File: config.mk
export PLATFORM = sky130hd
export DESIGN_NAME = tu_timer
export DESIGN_NICKNAME = d
export VERILOG_FILES = /design/src/rtl/tu_prescaler.v /design/src/rtl/tu_timer.v
export VERILOG_INCLUDE_DIRS = /design/src /design/src/rtl
export SDC_FILE = /design/constraint.sdc
export NUM_CORES = 1
export LEC_CHECK = 0
export BUFFER_PORTS_ARGS = -buffer_cell sky130_fd_sc_hd__buf_2
export CAP_MARGIN = 20
export CORE_MARGIN = 3
export CORE_UTILIZATION = 35
export DETAILED_ROUTE_END_ITERATION = 7
export HOLD_SLACK_MARGIN = 0.02
export PLACE_DENSITY = 0.61
export SYNTH_ARGS = -nofsm -noshare
export SYNTH_HDL_FRONTEND = slang
export SYNTH_SLANG_ARGS = --single-unit
File: constraint.sdc
create_clock -name clk_i -period 3.8 [get_ports clk_i]
set_input_delay 0.19 -clock clk_i [delete_from_list [all_inputs] [get_ports clk_i]]
set_output_delay 0.19 -clock clk_i [all_outputs]
set_load 0.1 [all_outputs]
File: src/rtl/tu_consts.vh
`ifndef TU_CONSTS_VH
`define TU_CONSTS_VH
// register byte addresses
`define TU_OFF_CTRL 5'h00
`define TU_OFF_COUNT 5'h04
`define TU_OFF_MOD 5'h08
`define TU_OFF_C0CS 5'h0c
`define TU_OFF_C0VAL 5'h10
`define TU_OFF_C1CS 5'h14
`define TU_OFF_C1VAL 5'h18
`define TU_OFF_LINK 5'h1c
// timer_ctrl_status fields
`define TU_CTRL_OVF 7
`define TU_CTRL_OIE 6
`define TU_CTRL_STOP 5
`define TU_CTRL_RST 4
`define TU_CTRL_PS_HI 2
`define TU_CTRL_PS_LO 0
// channel ctrl/status fields
`define TU_CS_FLAG 7
`define TU_CS_IE 6
`define TU_CS_MSB 5
`define TU_CS_MSA 4
`define TU_CS_ELS_HI 3
`define TU_CS_ELS_LO 2
`define TU_CS_TOV 1
`define TU_CS_MAX 0
// reset values
`define TU_RST_CTRL 8'h20
`define TU_RST_MOD 16'hffff
`define TU_RST_CS 8'h00
`define TU_RST_VAL 16'h0000
// prescaler select code that picks the external clock pin
`define TU_PS_EXT 3'h7
`endif

File: src/rtl/tu_prescaler.v
`timescale 1ns/1ps
`include "tu_consts.vh"
module tu_prescaler (
    input wire clk_i,
    input wire resetn_i,
    input wire clear_i,
    input wire run_i,
    input wire [2:0] sel_i,
    input wire ext_clk_i,
    output wire tick_o
);
    reg [5:0] div;
    reg ext_s1;
    reg ext_s2;
    reg ext_prev;
    wire [6:0] div_next;
    wire int_tick;

    ////////////////////////////////////////////////////////////////////////////////
    // two flip-flops before the pin is looked at
    always @(posedge clk_i or negedge resetn_i) begin
        if (!resetn_i) begin
            ext_s1 <= 1'b0;
            ext_s2 <= 1'b0;
            ext_prev <= 1'b0;
        end else begin
            ext_s1 <= ext_clk_i;
            ext_s2 <= ext_s1;
            ext_prev <= ext_s2;
        end
    end

    ////////////////////////////////////////////////////////////////////////////////
    // divider chain
    assign div_next = {1'b0, div} + 7'h01;
    always @(posedge clk_i or negedge resetn_i) begin
        if (!resetn_i) begin
            div <= 6'h00;
        end else if (clear_i) begin
            div <= 6'h00;
        end else if (run_i) begin
            div <= div_next[5:0];
        end
    end

    // rate 2^sel: tick when the low sel bits of the divider are all ones
    assign int_tick = ((div | (6'h3f << sel_i)) == 6'h3f);
    // source select
    // code 000 ticks every bus clock
    assign tick_o = run_i & ((sel_i == `TU_PS_EXT) ? (ext_s2 & ~ext_prev) : int_tick);
endmodule // tu_prescaler

File: src/rtl/tu_timer.v
// Overview of operation
// sixteen-bit up-counter, free-running or modulo, is the time base
// in modulo mode the modulo pair is the terminal count
// counter readable any time without disturbing the count
// each of two channels is capture or compare on its own
// counter clocked from seven bus-clock rates or external pin by select field
// active capture edge (rising, falling, either) copies counter into value pair
// capture event can raise an interrupt request
// compare match sets, clears or toggles the channel pin
// compare match can raise an interrupt request
// unbuffered compare value takes effect at once, no shadow
// software lowers unbuffered value from compare interrupt handler
// software raises unbuffered value from overflow interrupt handler
// link bit joins channels 0 and 1, output on channel-0 pin
// buffered pair starts with channel 0; overflow hands control to last written
// linked pair run by channel-0 control; channel-1 control ignored, pin released
// software writes only the inactive channel in buffered mode
// toggle-on-overflow toggles pin at modulo value, forming PWM period
// pulse width is overflow to match; clear for high, set for low pulse
// select 000 counts every bus clock; modulo N gives N+1 periods
// 8-bit PWM period and width adjust in 256 steps
// stop bit, counter/prescaler reset bit, toggle any pin on overflow
// overflow flag set at modulo value, interrupt when enabled
// channel flag set on each capture or compare, interrupt when enabled
// no overflow toggle gives 0% duty; full-duty with toggle gives 100%
// counter halts while break is active
// tick after modulo value reloads counter to zero
`timescale 1ns/1ps
`include "tu_consts.vh"
module tu_timer (
    input wire clk_i,
    input wire resetn_i,
    input wire psel_i,
    input wire penable_i,
    input wire pwrite_i,
    input wire [31:0] paddr_i,
    input wire [31:0] pwdata_i,
    output reg [31:0] prdata_o,
    output wire pready_o,
    output wire pslverr_o,
    input wire break_i,
    input wire external_timer_clock_pin_i,
    input wire chan0_pin_i,
    output reg chan0_pin_o,
    output wire chan0_pin_oe_o,
    input wire chan1_pin_i,
    output reg chan1_pin_o,
    output wire chan1_pin_oe_o,
    output wire irq_o
);
    reg [7:0] timer_ctrl_status;
    reg [15:0] count;
    reg [15:0] counter_modulo_pair;
    reg [7:0] chan_cs [0:1];
    reg [15:0] channel_value_pair [0:1];
    reg active_chan;
    reg last_written;
    reg [1:0] pin_s1;
    reg [1:0] pin_s2;
    reg [1:0] pin_prev;
    wire tick;
    wire wr_en;
    wire rd_en;
    wire [4:0] addr;
    wire mapped;
    wire ctr_rst;
    wire run;
    wire wrap;
    wire [15:0] next_count;
    wire [16:0] count_inc;
    wire linked;
    reg [1:0] cap_hit;
    reg [1:0] cmp_hit;
    reg [1:0] is_cmp;
    reg [1:0] next_pin;
    integer i;
    integer j;
    integer n;

    ////////////////////////////////////////////////////////////////////////////////
    // helpers
    function edge_hit;
        input prev;
        input cur;
        input [1:0] els;
        begin
            edge_hit = (els[0] & ~prev & cur) | (els[1] & prev & ~cur);
        end
    endfunction

    function cmp_action;
        input cur;
        input [1:0] els;
        begin
            case (els)
                2'b01: cmp_action = ~cur;
                2'b10: cmp_action = 1'b0;
                2'b11: cmp_action = 1'b1;
                default: cmp_action = cur;
            endcase
        end
    endfunction

    ////////////////////////////////////////////////////////////////////////////////
    // apb decode: zero wait states, unmapped address answers with an error
    assign addr = paddr_i[4:0];
    assign mapped = (paddr_i[31:5] == 27'h0000000) && (addr[1:0] == 2'b00);
    assign wr_en = psel_i & penable_i & pwrite_i & mapped;
    assign rd_en = psel_i & penable_i & ~pwrite_i;
    assign pready_o = 1'b1;
    assign pslverr_o = psel_i & penable_i & ~mapped;

    // read path only samples state
    always @* begin
        prdata_o = 32'h00000000;
        case (addr)
            `TU_OFF_CTRL: prdata_o = {24'h000000, timer_ctrl_status};
            `TU_OFF_COUNT: prdata_o = {16'h0000, count};
            `TU_OFF_MOD: prdata_o = {16'h0000, counter_modulo_pair};
            `TU_OFF_C0CS: prdata_o = {24'h000000, chan_cs[0]};
            `TU_OFF_C0VAL: prdata_o = {16'h0000, channel_value_pair[0]};
            `TU_OFF_C1CS: prdata_o = {24'h000000, chan_cs[1]};
            `TU_OFF_C1VAL: prdata_o = {16'h0000, channel_value_pair[1]};
            `TU_OFF_LINK: prdata_o = {31'h00000000, active_chan};
            default: prdata_o = 32'h00000000;
        endcase
        if (!rd_en || !mapped) begin
            prdata_o = 32'h00000000;
        end
    end

    ////////////////////////////////////////////////////////////////////////////////
    // counter clocking
    // reset bit is a write-one pulse that clears counter and prescaler
    assign ctr_rst = wr_en && (addr == `TU_OFF_CTRL) && pwdata_i[`TU_CTRL_RST];
    // stop bit
    // break halts counting
    assign run = ~timer_ctrl_status[`TU_CTRL_STOP] & ~break_i;

    tu_prescaler u_presc (
        .clk_i(clk_i),
        .resetn_i(resetn_i),
        .clear_i(ctr_rst),
        .run_i(run),
        .sel_i(timer_ctrl_status[`TU_CTRL_PS_HI:`TU_CTRL_PS_LO]),
        .ext_clk_i(external_timer_clock_pin_i),
        .tick_o(tick)
    );

    // modulo value is the terminal count
    // wrap to zero on the tick after reaching it
    assign wrap = tick && (count == counter_modulo_pair);
    assign count_inc = {1'b0, count} + 17'h00001;
    assign next_count = wrap ? 16'h0000 : count_inc[15:0];

    // up-counter, free-running while modulo is all ones
    // one count per tick, N+1 ticks per period
    always @(posedge clk_i or negedge resetn_i) begin
        if (!resetn_i) begin
            count <= 16'h0000;
        end else if (ctr_rst) begin
            count <= 16'h0000;
        end else if (tick) begin
            count <= next_count;
        end
    end

    ////////////////////////////////////////////////////////////////////////////////
    // timer control/status and modulo
    // overflow flag; set beats a same-cycle clear
    always @(posedge clk_i or negedge resetn_i) begin
        if (!resetn_i) begin
            timer_ctrl_status <= `TU_RST_CTRL;
            counter_modulo_pair <= `TU_RST_MOD;
        end else begin
            if (wr_en && addr == `TU_OFF_CTRL) begin
                timer_ctrl_status[`TU_CTRL_OIE] <= pwdata_i[`TU_CTRL_OIE];
                timer_ctrl_status[`TU_CTRL_STOP] <= pwdata_i[`TU_CTRL_STOP];
                timer_ctrl_status[`TU_CTRL_PS_HI:`TU_CTRL_PS_LO] <= pwdata_i[`TU_CTRL_PS_HI:`TU_CTRL_PS_LO];
                if (pwdata_i[`TU_CTRL_OVF]) begin
                    timer_ctrl_status[`TU_CTRL_OVF] <= 1'b0;
                end
            end
            if (wrap) begin
                timer_ctrl_status[`TU_CTRL_OVF] <= 1'b1;
            end
            timer_ctrl_status[`TU_CTRL_RST] <= 1'b0;
            timer_ctrl_status[3] <= 1'b0;
            if (wr_en && addr == `TU_OFF_MOD) begin
                counter_modulo_pair <= pwdata_i[15:0];
            end
        end
    end

    ////////////////////////////////////////////////////////////////////////////////
    // channel pin synchronisers
    always @(posedge clk_i or negedge resetn_i) begin
        if (!resetn_i) begin
            pin_s1 <= 2'b00;
            pin_s2 <= 2'b00;
            pin_prev <= 2'b00;
        end else begin
            pin_s1 <= {chan1_pin_i, chan0_pin_i};
            pin_s2 <= pin_s1;
            pin_prev <= pin_s2;
        end
    end

    // pair link bit on channel 0
    assign linked = chan_cs[0][`TU_CS_MSB];

    ////////////////////////////////////////////////////////////////////////////////
    // channel event detection
    always @* begin
        for (j = 0; j < 2; j = j + 1) begin
            // mode per channel: any mode bit set means compare
            is_cmp[j] = chan_cs[j][`TU_CS_MSA] | chan_cs[j][`TU_CS_MSB];
            // programmable capture edge
            cap_hit[j] = ~is_cmp[j] & edge_hit(pin_prev[j], pin_s2[j], chan_cs[j][`TU_CS_ELS_HI:`TU_CS_ELS_LO]);
            // match against the live value pair
            // no shadow, a new value counts at once
            // full-width compare, so 8-bit widths step by one
            cmp_hit[j] = is_cmp[j] & tick & (next_count == channel_value_pair[j]);
        end
        // linked pair compares the active channel's value
        if (linked) begin
            is_cmp[0] = 1'b1;
            cap_hit[0] = 1'b0;
            cmp_hit[0] = tick & (next_count == channel_value_pair[active_chan]);
        end
        // channel-1 control is ignored while linked
        if (linked) begin
            is_cmp[1] = 1'b0;
            cap_hit[1] = 1'b0;
            cmp_hit[1] = 1'b0;
        end
    end

    ////////////////////////////////////////////////////////////////////////////////
    // pin output levels
    always @* begin
        for (n = 0; n < 2; n = n + 1) begin
            next_pin[n] = (n == 0) ? chan0_pin_o : chan1_pin_o;
            // toggle at the modulo value forms the period
            // any compare-mode channel may toggle on overflow
            // without the toggle bit clear-on-match compares never leave the idle level
            if (wrap && chan_cs[n][`TU_CS_TOV]) begin
                next_pin[n] = ~next_pin[n];
            end
            // clear or set on match ends the pulse
            if (cmp_hit[n]) begin
                next_pin[n] = cmp_action(next_pin[n], chan_cs[n][`TU_CS_ELS_HI:`TU_CS_ELS_LO]);
            end
            // full duty holds the pulse level
            if (chan_cs[n][`TU_CS_MAX] && chan_cs[n][`TU_CS_TOV]) begin
                next_pin[n] = ~chan_cs[n][`TU_CS_ELS_LO];
            end
            if (!is_cmp[n]) begin
                next_pin[n] = 1'b0;
            end
        end
    end

    always @(posedge clk_i or negedge resetn_i) begin
        if (!resetn_i) begin
            chan0_pin_o <= 1'b0;
            chan1_pin_o <= 1'b0;
        end else begin
            chan0_pin_o <= next_pin[0];
            chan1_pin_o <= next_pin[1];
        end
    end

    // pin driven only in compare mode with an action selected
    // linked output leaves on the channel-0 pin
    assign chan0_pin_oe_o = is_cmp[0] & (chan_cs[0][`TU_CS_ELS_HI:`TU_CS_ELS_LO] != 2'b00);
    // channel-1 pin released for general use
    assign chan1_pin_oe_o = is_cmp[1] & (chan_cs[1][`TU_CS_ELS_HI:`TU_CS_ELS_LO] != 2'b00);

    ////////////////////////////////////////////////////////////////////////////////
    // channel registers
    // the pair link bit exists only on channel 0; channel 1 reads it as zero
    always @(posedge clk_i or negedge resetn_i) begin
        if (!resetn_i) begin
            chan_cs[0] <= `TU_RST_CS;
            chan_cs[1] <= `TU_RST_CS;
            channel_value_pair[0] <= `TU_RST_VAL;
            channel_value_pair[1] <= `TU_RST_VAL;
        end else begin
            for (i = 0; i < 2; i = i + 1) begin
                if (wr_en && addr == ((i == 0) ? `TU_OFF_C0CS : `TU_OFF_C1CS)) begin
                    chan_cs[i][6:0] <= pwdata_i[6:0];
                    if (i == 1) begin
                        chan_cs[i][`TU_CS_MSB] <= 1'b0;
                    end
                    if (pwdata_i[`TU_CS_FLAG]) begin
                        chan_cs[i][`TU_CS_FLAG] <= 1'b0;
                    end
                end
                if (wr_en && addr == ((i == 0) ? `TU_OFF_C0VAL : `TU_OFF_C1VAL)) begin
                    channel_value_pair[i] <= pwdata_i[15:0];
                end
                // capture wins over a same-cycle software write
                if (cap_hit[i]) begin
                    channel_value_pair[i] <= count;
                end
                // flag on every capture or compare; set beats clear
                // capture event flagged
                // compare event flagged
                if (cap_hit[i] || cmp_hit[i]) begin
                    chan_cs[i][`TU_CS_FLAG] <= 1'b1;
                end
            end
        end
    end

    ////////////////////////////////////////////////////////////////////////////////
    // buffered pair bookkeeping
    // start on channel 0, hand over at overflow to the last written
    always @(posedge clk_i or negedge resetn_i) begin
        if (!resetn_i) begin
            active_chan <= 1'b0;
            last_written <= 1'b0;
        end else if (!linked) begin
            active_chan <= 1'b0;
            last_written <= 1'b0;
        end else begin
            if (wr_en && addr == `TU_OFF_C0VAL) begin
                last_written <= 1'b0;
            end
            if (wr_en && addr == `TU_OFF_C1VAL) begin
                last_written <= 1'b1;
            end
            if (wrap) begin
                active_chan <= last_written;
            end
        end
    end

    ////////////////////////////////////////////////////////////////////////////////
    // request line; level, follows flags and enables
    // overflow request gated by its enable
    // channel requests gated by their enables
    assign irq_o = (timer_ctrl_status[`TU_CTRL_OVF] & timer_ctrl_status[`TU_CTRL_OIE])
        | (chan_cs[0][`TU_CS_FLAG] & chan_cs[0][`TU_CS_IE])
        | (chan_cs[1][`TU_CS_FLAG] & chan_cs[1][`TU_CS_IE]);
endmodule // tu_timer
[Yosys cells after proc, flatten, opt, wreduce, memory -nomap -nowiden]
Cells that the tools add are included.
Word-level totals
  bits in registers: 104
  input port bits: 73
Operators by class
  add/sub/neg operators: 2
  order comparisons: 1
  eq/ne operators: 21
  shift-type cells: 1
  multiplexer cells: 43
  bitwise operators: 52
  reduce and logical (&&, ||, !) cells: 36
Operator list (count)
  $mux 16: 10
  $pmux 16 s8: 1
  $eq 16x16->1: 4
  $mux 32: 1
  $and 1x1->1: 28
  $logic_not 27->1: 1
  $mux 1: 24
  $reduce_bool 2->1: 12
  $eq 5x5->1 const B: 4
  $not 1->1: 17
  $add 16x1->16 const B: 1
  $mux 8: 2
  $logic_and 1x1->1: 13
  $mux 6: 2
  $eq 5x4->1 const B: 2
  $eq 2x2->1 const B: 4
  $add 6x1->6 const B: 1
  $eq 6x6->1 const B: 1
  $or 6x6->6: 1
  $pmux 1 s3: 2
  $reduce_and 2->1: 3
  $shl 6x3->6 const A: 1
  $eq 5x3->1 const B: 1
  $logic_not 5->1: 1
  11 further kinds: 19

[Longest topological paths before layout]
Gate-level depths: netlist of the first run.
  word-level depth: 13
  depth in mapped cells: 12
  gate-level depth less buffers: 10

[By module]
A second synthesis of the first run with hierarchy kept.
Second synthesis, totals
  cells, all modules: 851
  area total of the unflattened synthesis: 7493.4 sq um
By module, submodules not included
  tu_timer: times used 1, cells an instance 807, area each 7055.5 sq um, seq. area each 2398.6 sq um
  tu_prescaler: times used 1, cells an instance 44, area each 437.9 sq um, seq. area each 225.2 sq um

[Least setup slack after synthesis of the first run]
No wires, ideal clock.
  path kind: input -> output
  start point: in paddr_i[3]
  end point: out prdata_o[2]
  arrival time: 3.292 ns
  required time: 3.610 ns
  path slack: 0.318 ns
  cell stages on the path: 5
  path buffers: 2
  cells stage by stage: clkbuf_1 -> nor4b_1 -> clkbuf_1 -> a22oi_1 -> a31oi_1
Between the ends
  longest elaborated chain between the ends: 3
  elaborated cells on any way between the ends: 10
  classes of those cells: eq/ne (7); mux (2); reduce/logical (1)
RTL lines
  start, declared: RTL line tu_timer.v:36  | input wire [31:0] paddr_i,
  $eq 5x5->1 (tied with other cells): RTL line tu_timer.v:116  | case (addr)
  $pmux 16 s8 *: RTL line tu_timer.v:116
  $mux 32 *: RTL line tu_timer.v:127  | if (!rd_en || !mapped) begin
  end, declared: RTL line tu_timer.v:38  | output reg [31:0] prdata_o,
Every way passes the cells marked *; elsewhere a longest branch is shown, timed or not.

[Worst setup path in the final report of the first run]
  start point: reg counter_modulo_pair[1]
  end point: reg chan0_pin_o
Between the ends
  longest elaborated chain between the ends: 9
  elaborated cells on any way between the ends: 15
  classes of those cells: eq/ne (3); mux (7); bitwise (3); reduce/logical (2)
RTL lines
  start, declared: RTL line tu_timer.v:53  | reg [15:0] counter_modulo_pair;
  start signal, assigned: RTL line tu_timer.v:174  | counter_modulo_pair <= `TU_RST_MOD;
  start signal, assigned: RTL line tu_timer.v:190  | counter_modulo_pair <= pwdata_i[15:0];
  $eq 16x16->1 *: RTL line tu_timer.v:152  | assign wrap = tick && (count == counter_modulo_pair);
  $logic_and 1x1->1 *: RTL line tu_timer.v:152
  $mux 16 or $logic_and 1x1->1 (tied branches): RTL line tu_timer.v:154, tu_timer.v:247
  $eq 16x16->1 (tied with other cells): RTL line tu_timer.v:223  | cmp_hit[j] = is_cmp[j] & tick & (next_count == channel_value_pair[j]);
  $and 1x1->1 (tied with other cells): RTL line tu_timer.v:223
  $mux 1 or $pmux 1 s3 (tied branches): RTL line tu_timer.v:226, tu_timer.v:95
  $mux 1 *: RTL line tu_timer.v:251  | if (cmp_hit[n]) begin
  $mux 1 *: RTL line tu_timer.v:255  | if (chan_cs[n][`TU_CS_MAX] && chan_cs[n][`TU_CS_TOV]) begin
  $mux 1 *: RTL line tu_timer.v:258  | if (!is_cmp[n]) begin
  named net next_pin[0]: RTL line tu_timer.v:75  | reg [1:0] next_pin;
  end signal, assigned: RTL line tu_timer.v:269  | chan0_pin_o <= next_pin[0];
  end, declared: RTL line tu_timer.v:44  | output reg chan0_pin_o,
The timed path passes the listed nets; every way through them passes the cells marked *.
A chain may end at the register's enable or synchronous reset.

==> impl_metrics.json, run 1 <==
{
  "outcome": "completed",
  "relSlewSlack_pct": 38.9,
  "dp_cells": 1130,
  "cp_max_fo": 23,
  "p_int_mw": 1.70,
  "yosys.cell_types.count": 80,
  "power_frac_clock_pct": 39.3,
  "drc": 0,
  "yosys_warnings": 0,
  "drtIter0Drc": 619,
  "worstHoldPathType": "input port to flop",
  "crit_type": "flop to flop",
  "finalCritPeriodShare_pct": 89.3,
  "detail_route.wl_per_cell_um": 21.2,
  "firstDrtPassIters": 7,
  "n_fill_cell": 2050,
  "insertion_delay_ps": 370,
  "fp.dieH_um": 151,
  "synth-async-reset-ratio_pct": 100,
  "htreeDepth": 3,
  "cp_slowest_stage_delay_ps": 580,
  "instances_no_fill": 1150,
  "crit_buf_inv": 4,
  "synth_ff_type": "dfrtp_1",
  "fin_worst_skew_ps": 14.8,
  "holdPathEnd": "counter_modulo_pair[12]",
  "max_freq_mhz": 295,
  "crit_family": "simple AND/OR/NAND/NOR gates",
  "critPathSlowestCell": "dfstp_2",
  "powerDensity_mw_per_mm2": 286,
  "clock_path_buffers": 2,
  "p_leak_nw": 3.61,
  "r2r_setup_slack_ps": 410,
  "hold_viol_final": 0,
  "r2r_cells": 13,
  "hpwl_um": 18100,
  "grt_pass1_wl_um": 37800,
  "combPwrFrac_pct": 11.5,
  "fin_crit_ps": 3390,
  "report.final.slew_viol_count": 0,
  "worstReg2RegStart": "counter_modulo_pair[1]",
  "drive_gt1_share_pct": 26.5,
  "vdd.ir_drop.worst_mv": 0.172,
  "ys_seq_area_share_pct": 35.7,
  "cts_root_buf": "clkbuf_16",
  "p_sw_share_pct": 29.4,
  "worstReg2RegEnd": "chan0_pin_o",
  "synthCells": 796,
  "rsz0062_at_grt": "false",
  "path_clk_slew_ps": 80,
  "cts_buffers": 9,
  "syn_avg_cell_area_um2": 9.25,
  "dieArea_mm2": 0.0228,
  "antenna_found_initial": 0,
  "worstPathArrival_ps": 3690,
  "nets": 950,
  "area_growth_pct": 14.5,
  "syn_area_mm2": 0.00736,
  "port-buffer-count": 78,
  "max_cap_viol_count": 0,
  "worst_setup_path_end_kind": "flop",
  "whs_path_depth": 2,
  "io_pins": 112,
  "cts_tree": "yes",
  "grt_pass1_vias": 6387,
  "start_kind": "flop",
  "drtAntennaViolNets": 0,
  "tightest_slew_ps": 917,
  "postCtsSetupBuffers": 0,
  "via_count": 6563,
  "hold_start": "pwdata_i[12]",
  "setup_violations": 0,
  "worstPathRequired_ps": 4100,
  "grt_max_degree": 48,
  "path_cells": "xnor2_1, buf_4, nand4_1, nor4_4, buf_12, and3_1, buf_4, buf_4, or4_1, a2111oi_2, a32oi_1, nand3b_1, a31oi_1",
  "gp_congestion": 0.957,
  "wirelength_um": 24400,
  "grt_overflow": 0,
  "seq_power_share_pct": 49.2,
  "fin_tns_setup_ps": 0,
  "cts_sinks": 104,
  "power.switching_uw": 708,
  "ys_seq_elements": 104,
  "initial_core_util_pct": 36.0,
  "crit_path_frequent_cell": "buf_4",
  "synth_edf_count": 0,
  "die_x_um": 151,
  "hold_buffers": 4,
  "vias_per_cell": 5.71,
  "rows": 52,
  "cts_resized": 0,
  "grt_usage_pct": 21.8,
  "core_area_mm2": 0.0204,
  "antenna-diode-count": 0
}
==> metrics by stage <==
| step | instance area (µm²) | worst slack [ps] | hold WS [ps] | power (mW) | util (%) |
|---|---|---|---|---|---|
| floorplan | 7420 | 318 | -106 | 1.39 | - |
| global placement | 8100 | 450 | 254 | 1.47 | 39.6 |
| detailed placement | 8100 | 413 | 260 | 1.48 | 39.6 |
| CTS | 8420 | 403 | 83.5 | 2.43 | 41.2 |
| global route | 8420 | 162 | 90.2 | 2.51 | 41.2 |
| finish | 8420 | 405 | 87.7 | 2.41 | 41.2 |
==> layout make-up <==
class                           instances  area [µm²]  area share (%)
Timing Repair Buffer                  122         746            8.85
Inverter                                7        26.3           0.312
Sequential cell                       104        2620            31.1
Multi-Input combinational cell        631        4400            52.3
Clock inverter                          5        45.0           0.535
Tap cell                              270         338            4.01
Clock buffer                           11         243            2.88
==> logic make-up (layout without fill, tap and decap cells) <==
logic type / after synthesis / after routing / share of synthesized area (%)
xor gates and xnor gates: 48 / 48 / 6.95
AOI/OAI and AO/OA: 180 / 180 / 16.1
buffers and inverters: 76 / 145 / 5.39
and+or+nand+nor: 287 / 287 / 21.0
muxes: 97 / 97 / 14.4
adders and majority gates: 2 / 2 / 0.340
DFF: 104 / 104 / 35.7
other: 2 / 17 / 0.102
==> sequential cells by signal, indices dropped and copies added (netlist names) <==
register / flops
channel_value_pair: 32
chan1_pin_o: 1
chan0_pin_o: 1
chan_cs: 15
u_presc.ext_prev: 1
u_presc.ext_s2: 1
pin_s2: 2
u_presc.ext_s1: 1
active_chan: 1
pin_s1: 2
last_written: 1
pin_prev: 2
u_presc.div: 6
timer_ctrl_status: 6
counter_modulo_pair: 16
count: 16
==> metal layers <==
| metal | vias up | track usage (%) | routed length [µm] |
|---|---|---|---|
| li1 | 3046 | - | - |
| met1 | 3210 | 29.9 | 10600 |
| met2 | 264 | 34.5 | 11100 |
| met3 | 43 | 3.77 | 1810 |
| met4 | 0 | 7.98 | 780 |
| met5 | - | 0 | 0 |
==> worst register-to-register path, delay by kind of cell, from the launching register on <==
| kind | cells | cell delay, ps |
|---|---|---|
| xor+xnor | 1 | 130 |
| buf+inv | 4 | 710 |
| simple gates | 5 | 1180 |
| flops | 1 | 580 |
| compound gates | 3 | 740 |
==> synth_stat cells (3+ instances only) <==
cell type	n	area share, %
nor2_1	88	4.5
dfrtp_1	87	30
nand2_1	68	3.5
mux2_2	53	8.1
o21ai_0	48	3.3
a21oi_1	46	3.1
mux2i_1	42	5.7
xnor2_1	32	3.8
clkbuf_1	28	1.4
buf_4	21	2.1
dfstp_2	17	6.1
nand3b_1	17	1.7
nor4_1	15	1.3
a22oi_1	14	1.4
buf_2	14	0.95
nand4_1	13	1.1
nand3_1	11	0.75
nor3_1	11	0.75
a221oi_1	9	1.1
xor2_1	8	0.95
a222oi_1	7	0.95
inv_1	7	0.36
o22ai_1	7	0.60
and2_1	6	0.51
a211oi_1	5	0.51
a31oi_1	5	0.43
nand2b_1	5	0.43
nor2b_1	5	0.43
nor3b_1	5	0.51
o21a_1	5	0.51
or4_1	5	0.51
xnor3_1	5	1.5
a22o_1	4	0.48
and3_1	4	0.34
buf_1	4	0.20
or2_2	4	0.34
a31o_2	3	0.36
nand3_2	3	0.41
o211ai_1	3	0.31
o221ai_1	3	0.36
or3_1	3	0.26
==> how the worst max path moves through the flow <==
| stage | from | to | slack [ps] | depth (start not counted) |
|---|---|---|---|---|
| 6_report | counter_modulo_pair[1] | chan0_pin_o | 410 | 13 |
| 5_1_grt | count[0] | chan0_pin_o | 160 | 10 |
| 4_1_cts | counter_modulo_pair[1] | chan0_pin_o | 400 | 13 |
| 3_5_place_dp | counter_modulo_pair[1] | chan0_pin_o | 410 | 13 |
| 3_3_place_gp | counter_modulo_pair[1] | chan0_pin_o | 450 | 13 |
| 2_1_floorplan | paddr_i[3] | prdata_o[2] | 320 | 5 |
==> cells in the final DEF, fill, tap and decap left out, types with 17 or more instances in the layout <==
cell / Yosys / layout
nand3b_1: 17 / 17
mux2_2: 53 / 53
xnor2_1: 32 / 32
dfstp_2: 17 / 17
o21ai_0: 48 / 48
dfrtp_1: 87 / 87
mux2i_1: 42 / 42
conb_1: 2 / 17
a21oi_1: 46 / 46
buf_4: 21 / 40
nor2_1: 88 / 88
buf_2: 14 / 77
nand2_1: 68 / 68
==> power groups by stage <==
stage               Clock (mW)  Combinational, mW  Sequential [mW]
finish                   0.948              0.276             1.19
CTS                      0.965              0.278             1.19
detailed placement           0              0.274             1.21
global route              1.01              0.308             1.19
floorplan                    0              0.193             1.19
global placement             0              0.268             1.21
No activity file was read; power rests on OpenSTA's default activity.
==> run 2: changes to the inputs <==
--- a/config.mk
+++ b/config.mk
@@ -12,7 +12,7 @@
 export CORE_UTILIZATION = 35
 export DETAILED_ROUTE_END_ITERATION = 7
 export HOLD_SLACK_MARGIN = 0.02
-export PLACE_DENSITY = 0.61
+export PLACE_DENSITY = 0.62
 export SYNTH_ARGS = -nofsm -noshare
 export SYNTH_HDL_FRONTEND = slang
 export SYNTH_SLANG_ARGS = --single-unit
==> run 2 against run 1 <==
- clock power increased by 5.1%
- via count grew 0.58%
- cell area shrank 0.73%
- routed wire length fell by 3.6%
- maximum frequency decreased by 1.9%
- sequential share of layout area grew 0.23 points
- combinational power about the same
- total power increased by 1.8%
- sequential power about the same
- cell count decreased by 0.96%
- first-iteration DRC count up 1.3%
==> impl_metrics.json, run 2 (synthesis results as in run 1) <==
{
  "grt_max_degree": 57,
  "r2r_setup_slack_ps": 340,
  "tightest_slew_ps": 779,
  "cp_slowest_stage_delay_ps": 560,
  "cts_sinks": 104,
  "final_area_mm2": 0.00836,
  "power_mw": 2.45,
  "instances_no_fill": 1139,
  "max_freq_mhz": 289,
  "power_frac_clock_pct": 40.6,
  "drtAntennaViolNets": 0,
  "dieArea_mm2": 0.0228,
  "clock_path_buffers": 2,
  "multiInputGateArea_mm2": 0.00440,
  "fin_worst_skew_ps": 10.3,
  "layout_commonest_cell": "nor2_1",
  "fin_tns_setup_ps": 0,
  "vdd.ir_drop.worst_mv": 0.171,
  "start_kind": "flop",
  "drive_gt1_share_pct": 25.5,
  "wirelength_um": 23500,
  "port-buffer-count": 78,
  "final_cell_mix": "nor2_1, dfrtp_1, buf_2",
  "worstPathArrival_ps": 3760,
  "antenna_found_initial": 0,
  "seq_area_mm2": 0.00262,
  "area_growth_pct": 13.6,
  "p_int_mw": 1.75,
  "p_leak_nw": 3.56,
  "initial_core_util_pct": 36.0,
  "regMostFlops": "channel_value_pair",
  "path_cells": "ha_1, nand3_2, xnor2_2, o22ai_1, a211o_1, or4_1, nor4_1, a32oi_1, nand3b_1, a31oi_1",
  "insertion_delay_ps": 370,
  "firstDrtPassIters": 8,
  "core_area_mm2": 0.0204,
  "dp_cells": 1118,
  "dpl-instance-area_mm2": 0.00800,
  "worstPathRequired_ps": 4100,
  "powerDensity_mw_per_mm2": 294,
  "finalCritPeriodShare_pct": 91.1,
  "rows": 52,
  "path_clk_slew_ps": 80,
  "report.final.slew_viol_count": 0,
  "seq_power_share_pct": 48.2,
  "critPathSlowestCell": "dfrtp_1",
  "largest_reg_flops": 32,
  "rsz0062_at_grt": "false",
  "reg.largest.list": "channel_value_pair x32, count x16, counter_modulo_pair x16",
  "grt_pass1_vias": 6316,
  "htreeDepth": 3,
  "grt_pass1_wl_um": 36800,
  "fp.dieH_um": 151,
  "vias_per_cell": 5.80,
  "drc": 0,
  "grt_overflow": 0,
  "setup_violations": 0,
  "die_x_um": 151,
  "drtIter0Drc": 627,
  "cts_buffers": 9,
  "nets": 939,
  "cp_max_fo": 8,
  "detail_route.wl_per_cell_um": 20.6,
  "n_fill_cell": 2057,
  "grt_usage_pct": 21.1,
  "via_count": 6601,
  "cts_tree": "yes",
  "hold_viol_final": 0,
  "p_sw_share_pct": 28.8,
  "relSlewSlack_pct": 48.0,
  "antenna-diode-count": 0,
  "cts_root_buf": "clkbuf_16",
  "hpwl_um": 17300,
  "power.switching_uw": 706,
  "worstHoldPathType": "input port to flop",
  "io_pins": 112,
  "postCtsSetupBuffers": 0,
  "combPwrFrac_pct": 11.2,
  "outcome": "completed",
  "worst_setup_path_end_kind": "flop",
  "crit_type": "flop to flop",
  "max_cap_viol_count": 0,
  "fin_crit_ps": 3460,
  "gp_congestion": 0.927,
  "fin_hold_ws_ps": 86.1
}
run 2: cell count changes in the layout (fill, tap and decap cells not counted), sizes merged:
cell    delta
clkinv     +2
bufinv     +1
buf       -11
inv        -2
clkbuf     -1
run 2: area by class of cell:
cell class | count | area share (%)
multi-input combinational | 631 | 52.6
clock inverter | 6 | 0.928
inverter | 7 | 0.314
clock buffer | 10 | 2.74
tap | 270 | 4.04
timing repair buffer | 111 | 7.96
sequential | 104 | 31.4
run 2: path summary, 6_finish.rpt:
check                      cells after the start           start                       to
max                                           10        count[1]              chan0_pin_o
min                                            2    pwdata_i[14]  counter_modulo_pair[14]
max reg2reg                                   10        count[1]              chan0_pin_o
min reg2reg                                    0  u_presc.ext_s1           u_presc.ext_s2
max in group asynchronous                      3        resetn_i   counter_modulo_pair[1]
min in group asynchronous                      2        resetn_i   channel_value_pair[11]
run 2: metal layers:
metal | wire [µm] | vias up | global-route usage (%)
met5 | 0 | - | 0
met3 | 1640 | 30 | 2.84
met1 | 10200 | 3256 | 29.2
li1 | - | 3021 | -
met2 | 11100 | 294 | 33.8
met4 | 515 | 0 | 7.57
run 2: power groups by stage:
stage,logic [mW],registers [mW],clock network (mW)
global route,0.306,1.19,1.06
detailed placement,0.273,1.20,0
finish,0.275,1.18,0.996
global placement,0.269,1.20,0
floorplan,0.193,1.19,0
CTS,0.277,1.18,1.01
run 2: what timing repair did:
item | CTS | global route
hold buffers | 4 | 0
endpoints found under the setup margin | 0 | 0
endpoints found under the hold margin | 47 | 0
resized for setup | 0 | 0
run 2: critical path: cells and delay by family, from the launching register on:
family	cells	cell delay (ps)
compound gates	4	860
simple gates	4	1170
fa+ha+maj	1	400
flops	1	560
xor+xnor	1	390
run 2: metrics by stage:
step                      setup WS (ps)  util (%)
after floorplan                     318         -
after global placement              438      39.1
after detailed placement            410      39.2
after CTS                           380      40.9
after global routing                156      40.9
final                               338      40.9
==> run 3: changes to the inputs <==
--- a/config.mk
+++ b/config.mk
@@ -12,6 +12,7 @@
 export CORE_UTILIZATION = 35
 export DETAILED_ROUTE_END_ITERATION = 7
 export HOLD_SLACK_MARGIN = 0.02
+export MAX_ROUTING_LAYER = met4
 export PLACE_DENSITY = 0.62
 export SYNTH_ARGS = -nofsm -noshare
 export SYNTH_HDL_FRONTEND = slang
==> run 3 against run 2 <==
- flip-flop and latch count did not move
- routed wire length rose by 0.82%
- count of clock-buffer cells in the layout shrank 1
- via count is 0.68% lower
- non-clock buffer count rose by 2
- die area is the same
- utilization hardly changed
- clock skew up 3.1 ps
- cell area is essentially flat
- critical endpoint unchanged
- highest routed layer unchanged
==> impl_metrics.json, run 3 (synthesis results as in run 1) <==
{
  "drtIter0Drc": 805,
  "utilization_pct": 40.9,
  "finalCritPeriodShare_pct": 92.6,
  "grt_max_degree": 39,
  "grt_pass1_wl_um": 37100,
  "fp.dieH_um": 151,
  "fin_crit_ps": 3520,
  "insertion_delay_ps": 370,
  "grt_usage_pct": 21.7,
  "area_growth_pct": 13.7,
  "relSlewSlack_pct": 45.3,
  "cts_root_buf": "clkbuf_16",
  "crit_type": "flop to flop",
  "worstHoldPathType": "input port to flop",
  "max_cap_viol_count": 0,
  "htreeDepth": 3,
  "fin_tns_setup_ps": 0,
  "start_kind": "flop",
  "rows": 52,
  "combPwrFrac_pct": 11.1,
  "cts_tree": "yes",
  "dieArea_mm2": 0.0228,
  "p_sw_share_pct": 29.2,
  "cts_sinks": 104,
  "core_area_mm2": 0.0204,
  "power.switching_uw": 722,
  "power_frac_clock_pct": 41.0,
  "die_x_um": 151,
  "clock_path_buffers": 2,
  "reg.largest.list": "channel_value_pair x32, count x16, counter_modulo_pair x16",
  "final_area_mm2": 0.00837,
  "drive_gt1_share_pct": 25.8,
  "hpwl_um": 17600,
  "worstPathRequired_ps": 4090,
  "r2r_cells": 10,
  "max_freq_mhz": 284,
  "whs_path_depth": 2,
  "firstDrtPassIters": 6,
  "via_count": 6556,
  "powerDensity_mw_per_mm2": 296,
  "grt_pass1_vias": 6280,
  "largest_reg_flops": 32,
  "layout_commonest_cell": "nor2_1",
  "worst_setup_path_end_kind": "flop",
  "p_int_mw": 1.75,
  "worstPathArrival_ps": 3810,
  "drtAntennaViolNets": 0,
  "rsz0062_at_grt": "false",
  "io_pins": 112,
  "antenna_found_initial": 0,
  "fin_worst_skew_ps": 13.5,
  "gp_congestion": 0.956,
  "tightest_slew_ps": 820,
  "hold_viol_final": 0,
  "cts_buffers": 9,
  "setup_violations": 0,
  "outcome": "completed",
  "vias_per_cell": 5.75,
  "port-buffer-count": 78,
  "regMostFlops": "channel_value_pair",
  "grt_overflow": 0,
  "cp_max_fo": 8,
  "dpl-instance-area_mm2": 0.00802,
  "antenna-diode-count": 0,
  "cts_resized": 0,
  "seq_power_share_pct": 47.8,
  "drc": 0,
  "initial_core_util_pct": 36.0,
  "wirelength_um": 23700,
  "vdd.ir_drop.worst_mv": 0.176,
  "final_cell_mix": "nor2_1, dfrtp_1, buf_2",
  "report.final.slew_viol_count": 0,
  "p_leak_nw": 3.57,
  "path_clk_slew_ps": 80,
  "r2r_setup_slack_ps": 280,
  "nets": 941,
  "detail_route.wl_per_cell_um": 20.8,
  "power_mw": 2.47
}
run 3: timing repair:
| item | in CTS | in global routing |
|---|---|---|
| endpoints found under the hold margin | 35 | 0 |
| hold buffers | 4 | 0 |
| buffers inserted | 0 | 0 |
run 3: power by group through the flow:
stage,combinational [mW],sequential (mW),clock (mW)
floorplan,0.193,1.19,0
global route,0.306,1.19,1.08
finish,0.276,1.18,1.01
detailed placement,0.273,1.20,0
global placement,0.269,1.20,0
CTS,0.277,1.18,1.04
run 3: layer usage:
metal  GRT usage [%]  up-vias  share of wire (%)
li1                -     3030                  -
met1            29.5     3178                 44
met2            33.5      298                 46
met3            2.99       50                7.2
met4            7.48        0                3.1
met5               -        -                  0
run 3: metrics by stage:
| step | hold WS [ps] | worst slack (ps) | instances |
|---|---|---|---|
| after global placement | 190 | 444 | 1121 |
| final | 82.1 | 281 | 1141 |
| after CTS | 72.5 | 376 | 1141 |
| after floorplan | -106 | 318 | 811 |
| after detailed placement | 190 | 430 | 1121 |
| after global routing | 85.8 | 208 | 1141 |
run 3: worst max-delay path: stages, from the launching register on:
cell	delay (ps)
dfrtp_1	560
ha_1	400
nand3_2	150
xnor2_2	410
o22ai_1	160
a211o_1	300
or4_1	510
nor4_1	290
a32oi_1	260
nand3b_1	220
a31oi_1	170
run 3: final cells by class:
class | instances | area (µm²)
Inverter | 7 | 26.3
Fill cell | 2017 | 12100
Multi-Input combinational cell | 631 | 4400
Clock buffer | 9 | 225
Sequential cell | 104 | 2620
Tap cell | 270 | 338
Timing Repair Buffer | 113 | 666
Clock inverter | 7 | 85.1
run 3: final timing paths:
path	startpoint	endpoint
max	count[1]	chan0_pin_o
min reg2reg	u_presc.ext_s1	u_presc.ext_s2
max in group asynchronous	resetn_i	counter_modulo_pair[0]
min	pwdata_i[10]	counter_modulo_pair[10]
min in group asynchronous	resetn_i	channel_value_pair[14]
max reg2reg	count[1]	chan0_pin_o
